### config.mk
export PLATFORM = sky130hd
export DESIGN_NAME = ccpm_clock_power
export DESIGN_NICKNAME = d
export VERILOG_FILES = /design/src/rtl/ccpm_pkg.sv /design/src/rtl/ccpm_clock_power.sv
export SDC_FILE = /design/constraint.sdc
export NUM_CORES = 1
export LEC_CHECK = 0
export ABC_AREA = 1
export BUFFER_PORTS_ARGS = -buffer_cell sky130_fd_sc_hd__buf_2
export CAP_MARGIN = 20
export CORE_ASPECT_RATIO = 1.25
export CORE_MARGIN = 2
export CORE_UTILIZATION = 55
export CTS_CLUSTER_SIZE = 16
export DETAILED_ROUTE_END_ITERATION = 12
export GPL_ROUTABILITY_DRIVEN = 0
export HOLD_SLACK_MARGIN = 0.03
export PLACE_DENSITY_LB_ADDON = 0.15
export REMOVE_ABC_BUFFERS = 1
export SLEW_MARGIN = 20
export SYNTH_ARGS = -nofsm -noshare
export SYNTH_HDL_FRONTEND = slang
export SYNTH_SLANG_ARGS = --single-unit
### constraint.sdc
create_clock -name core_clk -period 4.23 [get_ports core_clk]
set_input_delay 0 -clock core_clk [delete_from_list [all_inputs] [get_ports core_clk]]
set_output_delay 0 -clock core_clk [all_outputs]
set_load 0.005 [all_outputs]
### src/rtl/ccpm_pkg.sv
// constants and register map of the cpu clock source and power mode block
// What this block does
// - after reset the cpu runs from the crystal, not the ring
// - source select 1 picks crystal, 0 picks ring, independent of divider
// - read-only ring active bit is 1 while ring clocks cpu, resets 0
// - amp disable stops crystal amp, settable only while source select is 0
// - source change takes effect one instruction cycle after the write
// - clearing amp disable restarts warm-up; stable after 65536 crystal clocks
// - select 0-to-1 refused unless crystal stable and amp disable is 0
// - switchback restores only the divider, never the clock source
// - divider 01 is 4 clocks, 10 is 64, 11 is 1024; resets 01
// - divider 10 or 11 accepted only while divider holds 01
// - switchback enable, unrestricted, reset 0, lets hardware force divider to 01
// - three read-only in-service bits for power-fail, high and low priority
// - four read-only serial activity bits, port1 tx highest, port0 rx lowest
// - power control bit 0 enters idle; any interrupt or reset ends it
// - power control bit 1 enters stop; only external interrupt, power-fail warning with bandgap in stop, or reset ends it
// - bandgap in stop keeps reference on in stop so power-fail can wake
// - ring wake select 1 resumes from stop at once on the ring
// - after ring wake, switch to crystal after 65536 crystal clocks, clear ring active
// - switchback on serviceable external irq, serial start bit, or tx buffer write
package ccpm_pkg;
  // register indices as printed; byte address is four times the index
  localparam logic [7:0]  IDX_POWER_CONTROL = 8'h87;
  localparam logic [7:0]  IDX_EXT_FLAG_CLK  = 8'h91;
  localparam logic [7:0]  IDX_POWER_MGMT    = 8'hc4;
  localparam logic [7:0]  IDX_POWER_STATUS  = 8'hc5;
  localparam logic [11:0] ADDR_POWER_CONTROL = {2'h0, IDX_POWER_CONTROL, 2'h0};
  localparam logic [11:0] ADDR_EXT_FLAG_CLK  = {2'h0, IDX_EXT_FLAG_CLK, 2'h0};
  localparam logic [11:0] ADDR_POWER_MGMT    = {2'h0, IDX_POWER_MGMT, 2'h0};
  localparam logic [11:0] ADDR_POWER_STATUS  = {2'h0, IDX_POWER_STATUS, 2'h0};
  // field positions
  localparam int PC_IDLE    = 0;
  localparam int PC_STOP    = 1;
  localparam int EX_BGS     = 0;
  localparam int EX_RWAKE   = 1;
  localparam int EX_RING    = 2;
  localparam int EX_SRC     = 3;
  localparam int PM_AMPOFF  = 3;
  localparam int PM_SWB     = 5;
  localparam int PM_DIV_LO  = 6;
  // divider encodings
  localparam logic [1:0] DIV_4    = 2'h1;
  localparam logic [1:0] DIV_64   = 2'h2;
  localparam logic [1:0] DIV_1024 = 2'h3;
  // reset values
  localparam logic [1:0] RST_DIV    = DIV_4;
  localparam logic       RST_SRC    = 1'h1;
  localparam logic       RST_STABLE = 1'h1;
  // crystal warm-up length in crystal clocks
  localparam int WARMUP_XTAL_CLOCKS = 65536;
  // instruction cycle lengths in core clocks, minus one
  localparam logic [10:0] CYC_4    = 11'h003;
  localparam logic [10:0] CYC_64   = 11'h03f;
  localparam logic [10:0] CYC_1024 = 11'h3ff;
  // power states
  typedef enum logic [1:0] {
    CCPM_RUN  = 2'b00,
    CCPM_IDLE = 2'b01,
    CCPM_STOP = 2'b10,
    CCPM_WAKE = 2'b11
  } ccpm_state_t;
endpackage : ccpm_pkg

### src/rtl/ccpm_clock_power.sv
// cpu clock source, cycle divider and idle/stop control with apb registers
//
// Added by the designer: the APB interface to the registers.
`timescale 1ns/100ps
module ccpm_clock_power #(
  parameter int WARMUP = ccpm_pkg::WARMUP_XTAL_CLOCKS
) (
  // clock and reset
  input  wire logic        core_clk,
  input  wire logic        sys_rst,
  // apb slave
  input  wire logic        psel,
  input  wire logic        penable,
  input  wire logic        pwrite,
  input  wire logic [11:0] paddr,
  input  wire logic [31:0] pwdata,
  output logic             pready,
  output logic [31:0]      prdata,
  output logic             pslverr,
  // pins, asynchronous
  input  wire logic        xtal_clk_pin,
  input  wire logic        xtal_osc_ok_pin,
  input  wire logic        ext_irq_pin,
  // core events, same clock
  input  wire logic        ext_irq_serviceable,
  input  wire logic        any_irq,
  input  wire logic        early_power_warn_irq,
  input  wire logic        serial_start_bit,
  input  wire logic        serial_tx_write,
  // core status, same clock
  input  wire logic        powerfail_irq_in_service,
  input  wire logic        high_prio_in_service,
  input  wire logic        low_prio_in_service,
  input  wire logic        port1_tx_active,
  input  wire logic        port1_rx_active,
  input  wire logic        port0_tx_active,
  input  wire logic        port0_rx_active,
  // clock and power controls
  output logic             ring_active,
  output logic [1:0]       cycle_divider,
  output logic             xtal_amp_on,
  output logic             cpu_halted,
  output logic             clocks_off,
  output logic             bandgap_on
);
  import ccpm_pkg::*;

  // instruction cycle length for a divider code
  function automatic logic [10:0] cyc_len(input logic [1:0] d);
    case (d)
      DIV_64:   cyc_len = CYC_64;
      DIV_1024: cyc_len = CYC_1024;
      default:  cyc_len = CYC_4;
    endcase
  endfunction : cyc_len

  // state registers
  ccpm_state_t state;
  logic        clock_source_select;
  logic        crystal_amp_disable;
  logic        auto_restore_enable;
  logic        crystal_stable;
  logic        bandgap_in_stop;
  logic        ring_wake_select;
  logic        ring_wake_pending;
  logic [1:0]  power_control_bits;
  logic [16:0] warm_cnt;
  logic [10:0] sel_cnt;
  logic [2:0]  xclk_sync;
  logic [1:0]  osc_sync;
  logic [1:0]  irq_sync;

  // two-flop synchronisers; edge detect uses only the second stage onward
  always_ff @(posedge core_clk or posedge sys_rst) begin
    if (sys_rst) begin
      xclk_sync <= 3'h0;
      osc_sync  <= 2'h0;
      irq_sync  <= 2'h0;
    end else begin
      xclk_sync <= {xclk_sync[1:0], xtal_clk_pin};
      osc_sync  <= {osc_sync[0], xtal_osc_ok_pin};
      irq_sync  <= {irq_sync[0], ext_irq_pin};
    end
  end

  wire xtal_tick = xclk_sync[1] & ~xclk_sync[2];
  wire osc_ok    = osc_sync[1];
  wire ext_irq   = irq_sync[1];

  // apb decode
  wire acc      = psel & penable & pready;
  wire wr       = acc & pwrite;
  wire hit_pc   = paddr == ADDR_POWER_CONTROL;
  wire hit_ex   = paddr == ADDR_EXT_FLAG_CLK;
  wire hit_pm   = paddr == ADDR_POWER_MGMT;
  wire hit_st   = paddr == ADDR_POWER_STATUS;
  wire mapped   = hit_pc | hit_ex | hit_pm | hit_st;
  wire wr_pc    = wr & hit_pc;
  wire wr_ex    = wr & hit_ex;
  wire wr_pm    = wr & hit_pm;

  // requested field values
  wire       req_src = pwdata[EX_SRC];
  wire       req_off = pwdata[PM_AMPOFF];
  wire [1:0] req_div = pwdata[PM_DIV_LO+1:PM_DIV_LO];

  // access checks; refused writes leave the bit alone
  wire src_ok = ~req_src | clock_source_select |
                (crystal_stable & ~crystal_amp_disable);
  wire off_ok = ~req_off | ~clock_source_select;
  wire div_ok = (req_div == DIV_4) |
                ((req_div != 2'h0) & (cycle_divider == DIV_4));

  // switchback triggers
  wire swb_event = auto_restore_enable &
                   ((ext_irq & ext_irq_serviceable) | serial_start_bit | serial_tx_write);

  // stop wake sources
  wire stop_wake = ext_irq | (bandgap_in_stop & early_power_warn_irq);

  // amplifier runs unless disabled or in stop
  wire amp_run   = ~crystal_amp_disable & (state != CCPM_STOP);
  wire warm_done = warm_cnt == 17'(WARMUP - 1);

  // next state of the power state machine
  ccpm_state_t next_state;
  always_comb begin
    next_state = state;
    case (state)
      CCPM_RUN: begin
        if (wr_pc & pwdata[PC_STOP])
          next_state = CCPM_STOP;
        else if (wr_pc & pwdata[PC_IDLE])
          next_state = CCPM_IDLE;
      end
      CCPM_IDLE: begin
        if (any_irq)
          next_state = CCPM_RUN;
      end
      CCPM_STOP: begin
        if (stop_wake)
          next_state = ring_wake_select ? CCPM_RUN : CCPM_WAKE;
      end
      CCPM_WAKE: begin
        if (crystal_stable)
          next_state = CCPM_RUN;
      end
      default: next_state = CCPM_RUN;
    endcase
  end

  wire ring_wake = (state == CCPM_STOP) & stop_wake & ring_wake_select;

  // power state and power control bits, which clear on exit
  always_ff @(posedge core_clk or posedge sys_rst) begin
    if (sys_rst) begin
      state     <= CCPM_RUN;
      power_control_bits <= 2'h0;
    end else begin
      state     <= next_state;
      power_control_bits <= (next_state == CCPM_RUN) ? 2'h0 :
                   (wr_pc ? pwdata[1:0] : power_control_bits);
    end
  end

  // software-written control bits with their access checks
  always_ff @(posedge core_clk or posedge sys_rst) begin
    if (sys_rst) begin
      clock_source_select <= RST_SRC;
      crystal_amp_disable <= 1'h0;
      auto_restore_enable <= 1'h0;
      bandgap_in_stop     <= 1'h0;
      ring_wake_select    <= 1'h0;
    end else begin
      if (ring_wake_pending & crystal_stable)
        clock_source_select <= 1'h1;
      else if (wr_ex & src_ok)
        clock_source_select <= req_src;
      if (wr_pm & off_ok)
        crystal_amp_disable <= req_off;
      if (wr_pm)
        auto_restore_enable <= pwdata[PM_SWB];
      if (wr_ex) begin
        bandgap_in_stop  <= pwdata[EX_BGS];
        ring_wake_select <= pwdata[EX_RWAKE];
      end
    end
  end

  // cycle divider; hardware switchback beats a software write
  always_ff @(posedge core_clk or posedge sys_rst) begin
    if (sys_rst)
      cycle_divider <= RST_DIV;
    else if (swb_event)
      cycle_divider <= DIV_4;
    else if (wr_pm & div_ok)
      cycle_divider <= req_div;
  end

  // crystal warm-up: count crystal clocks after the oscillator starts
  always_ff @(posedge core_clk or posedge sys_rst) begin
    if (sys_rst) begin
      warm_cnt       <= 17'h0;
      crystal_stable <= RST_STABLE;
    end else if (~amp_run) begin
      warm_cnt       <= 17'h0;
      crystal_stable <= 1'h0;
    end else if (~crystal_stable & osc_ok & xtal_tick) begin
      warm_cnt       <= warm_cnt + 17'h1;
      crystal_stable <= warm_done;
    end
  end

  // ring wake bookkeeping: back to crystal once it is stable
  always_ff @(posedge core_clk or posedge sys_rst) begin
    if (sys_rst)
      ring_wake_pending <= 1'h0;
    else if (ring_wake)
      ring_wake_pending <= 1'h1;
    else if (crystal_stable | state == CCPM_STOP)
      ring_wake_pending <= 1'h0;
  end

  // source change waits one instruction cycle of the current divider;
  // compare is >= so a divider drop mid-count cannot strand the counter
  // a ring wake keeps the ring until the crystal is stable
  wire ring_hold   = ring_wake_pending & ~crystal_stable;
  wire src_differs = clock_source_select == ring_active;
  wire sel_due     = sel_cnt >= cyc_len(cycle_divider);
  always_ff @(posedge core_clk or posedge sys_rst) begin
    if (sys_rst)
      sel_cnt <= 11'h0;
    else if (~src_differs | ring_wake | ring_hold | sel_due)
      sel_cnt <= 11'h0;
    else
      sel_cnt <= sel_cnt + 11'h1;
  end

  // active source; ring wake forces ring at once
  always_ff @(posedge core_clk or posedge sys_rst) begin
    if (sys_rst)
      ring_active <= 1'h0;
    else if (ring_wake)
      ring_active <= 1'h1;
    else if (src_differs & sel_due)
      ring_active <= ~clock_source_select;
  end

  // power outputs, all registered
  always_ff @(posedge core_clk or posedge sys_rst) begin
    if (sys_rst) begin
      xtal_amp_on <= 1'h1;
      cpu_halted  <= 1'h0;
      clocks_off  <= 1'h0;
      bandgap_on  <= 1'h1;
    end else begin
      xtal_amp_on <= ~crystal_amp_disable & (next_state != CCPM_STOP);
      cpu_halted  <= next_state != CCPM_RUN;
      clocks_off  <= next_state == CCPM_STOP | next_state == CCPM_WAKE;
      bandgap_on  <= next_state != CCPM_STOP | bandgap_in_stop;
    end
  end

  // read mux
  wire [7:0] rd_pc = {6'h0, power_control_bits};
  wire [7:0] rd_ex = {4'h0, clock_source_select, ring_active, ring_wake_select, bandgap_in_stop};
  wire [7:0] rd_pm = {cycle_divider, auto_restore_enable, 1'h0, crystal_amp_disable, 3'h0};
  wire [7:0] rd_st = {powerfail_irq_in_service, high_prio_in_service, low_prio_in_service,
                      crystal_stable, port1_tx_active, port1_rx_active,
                      port0_tx_active, port0_rx_active};
  wire [7:0] rd_val = hit_pc ? rd_pc : hit_ex ? rd_ex : hit_pm ? rd_pm : hit_st ? rd_st : 8'h0;

  // apb answer one cycle into the access phase
  always_ff @(posedge core_clk or posedge sys_rst) begin
    if (sys_rst) begin
      pready  <= 1'h0;
      prdata  <= 32'h0;
      pslverr <= 1'h0;
    end else begin
      pready  <= psel & penable & ~pready;
      prdata  <= (psel & penable & ~pready & ~pwrite) ? {24'h0, rd_val} : 32'h0;
      pslverr <= psel & penable & ~pready & ~mapped;
    end
  end

  // helper: divider request written on the previous cycle was refused
  logic div_refused;
  always_ff @(posedge core_clk or posedge sys_rst) begin
    if (sys_rst)
      div_refused <= 1'h0;
    else
      div_refused <= wr_pm & ~div_ok & ~swb_event;
  end

  // helper: cycles that ring_active has lagged the select outside a ring wake;
  // saturates so a stuck source cannot wrap back under the bound
  logic [10:0] lag_cnt;
  always_ff @(posedge core_clk or posedge sys_rst) begin
    if (sys_rst)
      lag_cnt <= 11'h0;
    else if (~src_differs | ring_wake | ring_wake_pending)
      lag_cnt <= 11'h0;
    else if (lag_cnt != 11'h7ff)
      lag_cnt <= lag_cnt + 11'h1;
  end
endmodule : ccpm_clock_power

==> results by stage <==
Detailed routing:
- In the final routed layout, each cell accounts on average for 11.6 µm.
- For this block, the routed nets add up to 6.82 mm of wire.
- The average vias per placed instance is 4.93.
- The number of nets still failing antenna checks after routing is 0.
- The number of design-rule violations left by the first detailed-router iteration is 149.
- The routed layout has 2,892 vias.
- The number of optimization iterations in the first detailed-route pass is 4.
- In the routed design, unresolved DRC markers number 0.

Place:
- The port buffer count is 54.
- Detailed placement ended at an HPWL of 4.84 mm.
- The total placed instance area is 0.00362 mm².

CTS:
- The library cell used as clock root buffer is clkbuf_8.
- Once the clock tree was built, the setup fixing pass inserted 0 buffers.
- The insertion delay of the later-clocked pin in the worst-skew pair is 0.34 ns.
- The CTS tree is built.
- After clock tree synthesis, the clock-pin slew on the worst setup and hold paths is 0.07 ns.
- The maximum buffer depth of the clock tree is 2.
- The H-tree was split into 3 levels.
- The number of buffers created by CTS is 9.
- The post-CTS resize count is 0.
- The clock sink total is 62.

Pwr:
- The power per cell area is 288 mW/mm².
- The leakage dissipation is 1.93 nW.
- The peak ir drop on the vdd network is 241 µV.

Outcome:
- The run finished with clean final reports.

Cells and area:
- The number of fillers in the final layout is 504.
- Compared with the post-synthesis result, the final layout area differs by 19.9%.
- The multi-input combinational cells in the finished layout cover a total of 0.00150 mm².
- The number of antenna diodes is 0.
- The proportion of layout cells with a drive suffix above 1 is 0.188.
- The count of nets after finishing is 571.
- Summing all flip-flop and latch instances after layout gives 0.00156 mm².
- The final instance area is 0.00403 mm².

Floorplanning:
- The die is 73.9 µm wide.
- The die is 91.4 µm tall.
- The core region is 0.00586 mm².
- The effective utilization at floorplan is 0.574.
- The area of the die is 0.00675 mm².
- The boundary pin count is 105.
- The number of rows created at floorplan is 31.

Logic synthesis:
- The complex-gate fraction of the synthesized area was 0.0957.
- The area share of the largest cell type after synthesis is 0.425.
- Yosys attributes the largest share of cell area to dfrtp_1 (42%), nand2_1 (9.4%), nor2_1 (5.8%).
- The unique cell type count in the Yosys netlist is 39.
- The count of warnings emitted by yosys is 0.
- Of the total synthesized cell area, the portion taken by XOR and XNOR cells is 0.0235.
- Of the total synthesized cell area, the portion taken by AND, OR, NAND and NOR gates is 0.273.
- The number of synthesized flops with an enable pin is 0.
- In this run the cell area of the synthesized design comes to 0.00336 mm².
- The sequential fraction of the synthesis area is 0.464.
- The proportion of register bits with asynchronous set or reset after synthesis is 1.00.
- In this run, synthesis produced a sequential element count of 62.
- After synthesis, the mean cell area works out to 8.08 µm².
- The biggest area contributor in the post-synthesis netlist is dfrtp_1.
- The synthesized instance count is 416.
- Measured against the total synthesized area, the mux share comes to 0.
- Of the total synthesized cell area, the portion taken by full adders, half adders and majority gates is 0.0261.
- By area, the combinational part of the netlist is dominated by simple AND/OR/NAND/NOR gates.
- The most used flip-flop cell after synthesis is dfrtp_1.

Critical path:
- The worst path required time is 4.49 ns.
- The kind of end point of the critical path is a flip-flop.
- For the worst setup path, the data arrival time is 2.32 ns.
- In this run the worst path has a maximum fanout of 11.
- The type of origin of the critical path is a flip-flop.
- The startpoint identified for the worst register-to-register timing path is cycle_divider[1]$_DFFE_PP0P_.
- The critical path class is flip-flop to flip-flop.
- The start point of the critical path is cycle_divider[1]$_DFFE_PP0P_.

STA:
- Setup repair after global routing left no endpoint under its margin.
- The final-report hold violation count came to 0.
- Static timing analysis puts the maximum clock frequency at 487 MHz.
- The post-layout minimum cycle time is 2.06 ns.
- The max-slew violation total from the final report came to 0.
- At the pin with the least slew margin, the transition time is 0.764 ns.
- The part of the cycle the worst path needs is 0.486.
- The worst slew margin relative to its limit is 0.491.
- The worst hold margin is 0.0622 ns.
- The largest clock skew in the final design is 0.00903 ns.
- The final number of setup-violating endpoints is 0.
- The post-route setup TNS is 0 ns.

Worst hold path:
- The tightest min-delay check is of the primary input to flip-flop type.
- The hold path startpoint is serial_start_bit.

GRT:
- The first-pass GRT wire length is 11.2 mm.
- The via count of the first global-routing pass came to 2,770.
- The remaining global-route overflow is 0.
- The initial antenna violation count came to 0.
- Entering global routing, the biggest net connects 63 pins.
- In the global route stage, overall resource usage came out at 0.214.

Job:
- Max-cap violations in this run came to 0.
logic make-up after synthesis:
| group | after synthesis |
|---|---|
| fa+ha+maj | 7 |
| xor+xnor | 9 |
| other cells | 1 |
| compound gates | 57 |
| buf+inv | 78 |
| simple gates | 202 |
| flops | 62 |
cells in the final DEF (no fill, tap or decap), drive strengths merged, types with 20 or more instances in the layout:
| cell type | synthesis | routed |
|---|---|---|
| a21oi | 25 | 25 |
| buf | 27 | 55 |
| conb | 1 | 24 |
| dfrtp | 57 | 57 |
| dlygate4sd3 | 0 | 22 |
| inv | 51 | 51 |
| nand2 | 87 | 87 |
| nand3 | 31 | 31 |
| nor2 | 59 | 59 |
| o21ai | 20 | 20 |
cells in the mapped netlist (2+ instances only):
library cell,number
ha_1,7
nor2_1,52
nand3_1,29
nand2_2,3
o31ai_1,2
nand3b_1,2
o21a_1,2
nor3_1,8
buf_4,24
nor2_4,2
nand3_2,2
xor2_1,8
nor4_1,2
a21oi_1,25
inv_1,48
nand2_1,84
nand4_1,8
dfrtp_1,57
inv_2,3
o21ai_0,17
nor3_2,2
dfstp_2,5
nor3b_1,2
buf_2,2
o21ai_1,2
nor2_2,5
cell type report:
class	instances	share of cell area
Clock buffer	12	0.0336
Clock inverter	4	0.0118
Inverter	51	0.0475
Multi-Input combinational cell	299	0.371
Sequential cell	62	0.387
Tap cell	82	0.0255
Timing Repair Buffer	77	0.124
report_power, final:
part	leakage [nW]	switching, mW	internal [mW]
Sequential	0.794	0.00195	0.598
Combinational	1.04	0.0367	0.0294
Clock	0.0904	0.224	0.271
Total	1.93	0.263	0.898
final timing paths:
kind                            slack [ns]  cells past startpoint                            to
worst min-delay path                  0.06                      4  cycle_divider[1]$_DFFE_PP0P_
worst min register to register        0.35                      0         irq_sync[1]$_DFF_PP0_
min in group asynchronous             0.42                      4          sel_cnt[4]$_DFF_PP0_
worst max register to register        2.17                      9         sel_cnt[10]$_DFF_PP0_
max in group asynchronous             3.30                      4       ring_active$_DFFE_PP0P_
worst max-delay path                  2.17                      9         sel_cnt[10]$_DFF_PP0_
metrics by stage:
stage	power, mW	cells	setup WS, ns	util
2_1_floorplan	0.635	412	2.41	-
3_3_place_gp	0.662	549	2.23	0.619
3_5_place_dp	0.663	549	2.18	0.619
4_1_cts	1.17	587	2.17	0.688
5_1_grt	1.21	587	1.96	0.688
6_report	1.16	587	2.17	0.688
routing by layer:
metal,track usage,up-vias,routed length [µm]
met1,0.239,1351,2930
met5,0,-,0
met4,0.0727,0,89
li1,-,1466,-
met2,0.381,66,3520
met3,0.0566,9,274
flip-flops by register name, indices dropped and copies added (netlist names), 2 cells and up:
register and count:
cycle_divider 2, irq_sync 2, osc_sync 2, power_control_bits 2, prdata 8, sel_cnt 11, warm_cnt 17, xclk_sync 3
worst max-delay path: stages, from the launching register on:
cell and delay, ns:
dfrtp_1 0.51, nand2_1 0.19, ha_1 0.33, a21oi_1 0.12, nor2_1 0.05, nor2_1 0.08, nand3_1 0.10, nor2_2 0.15
nand3_2 0.25, a21oi_1 0.20
timing repair:
action                                  4_1_cts  5_1_grt
hold buffers                                 22        0
endpoints found under the hold margin        77        0
endpoints found under the setup margin        0        0
Power figures use the tool's default switching activity.
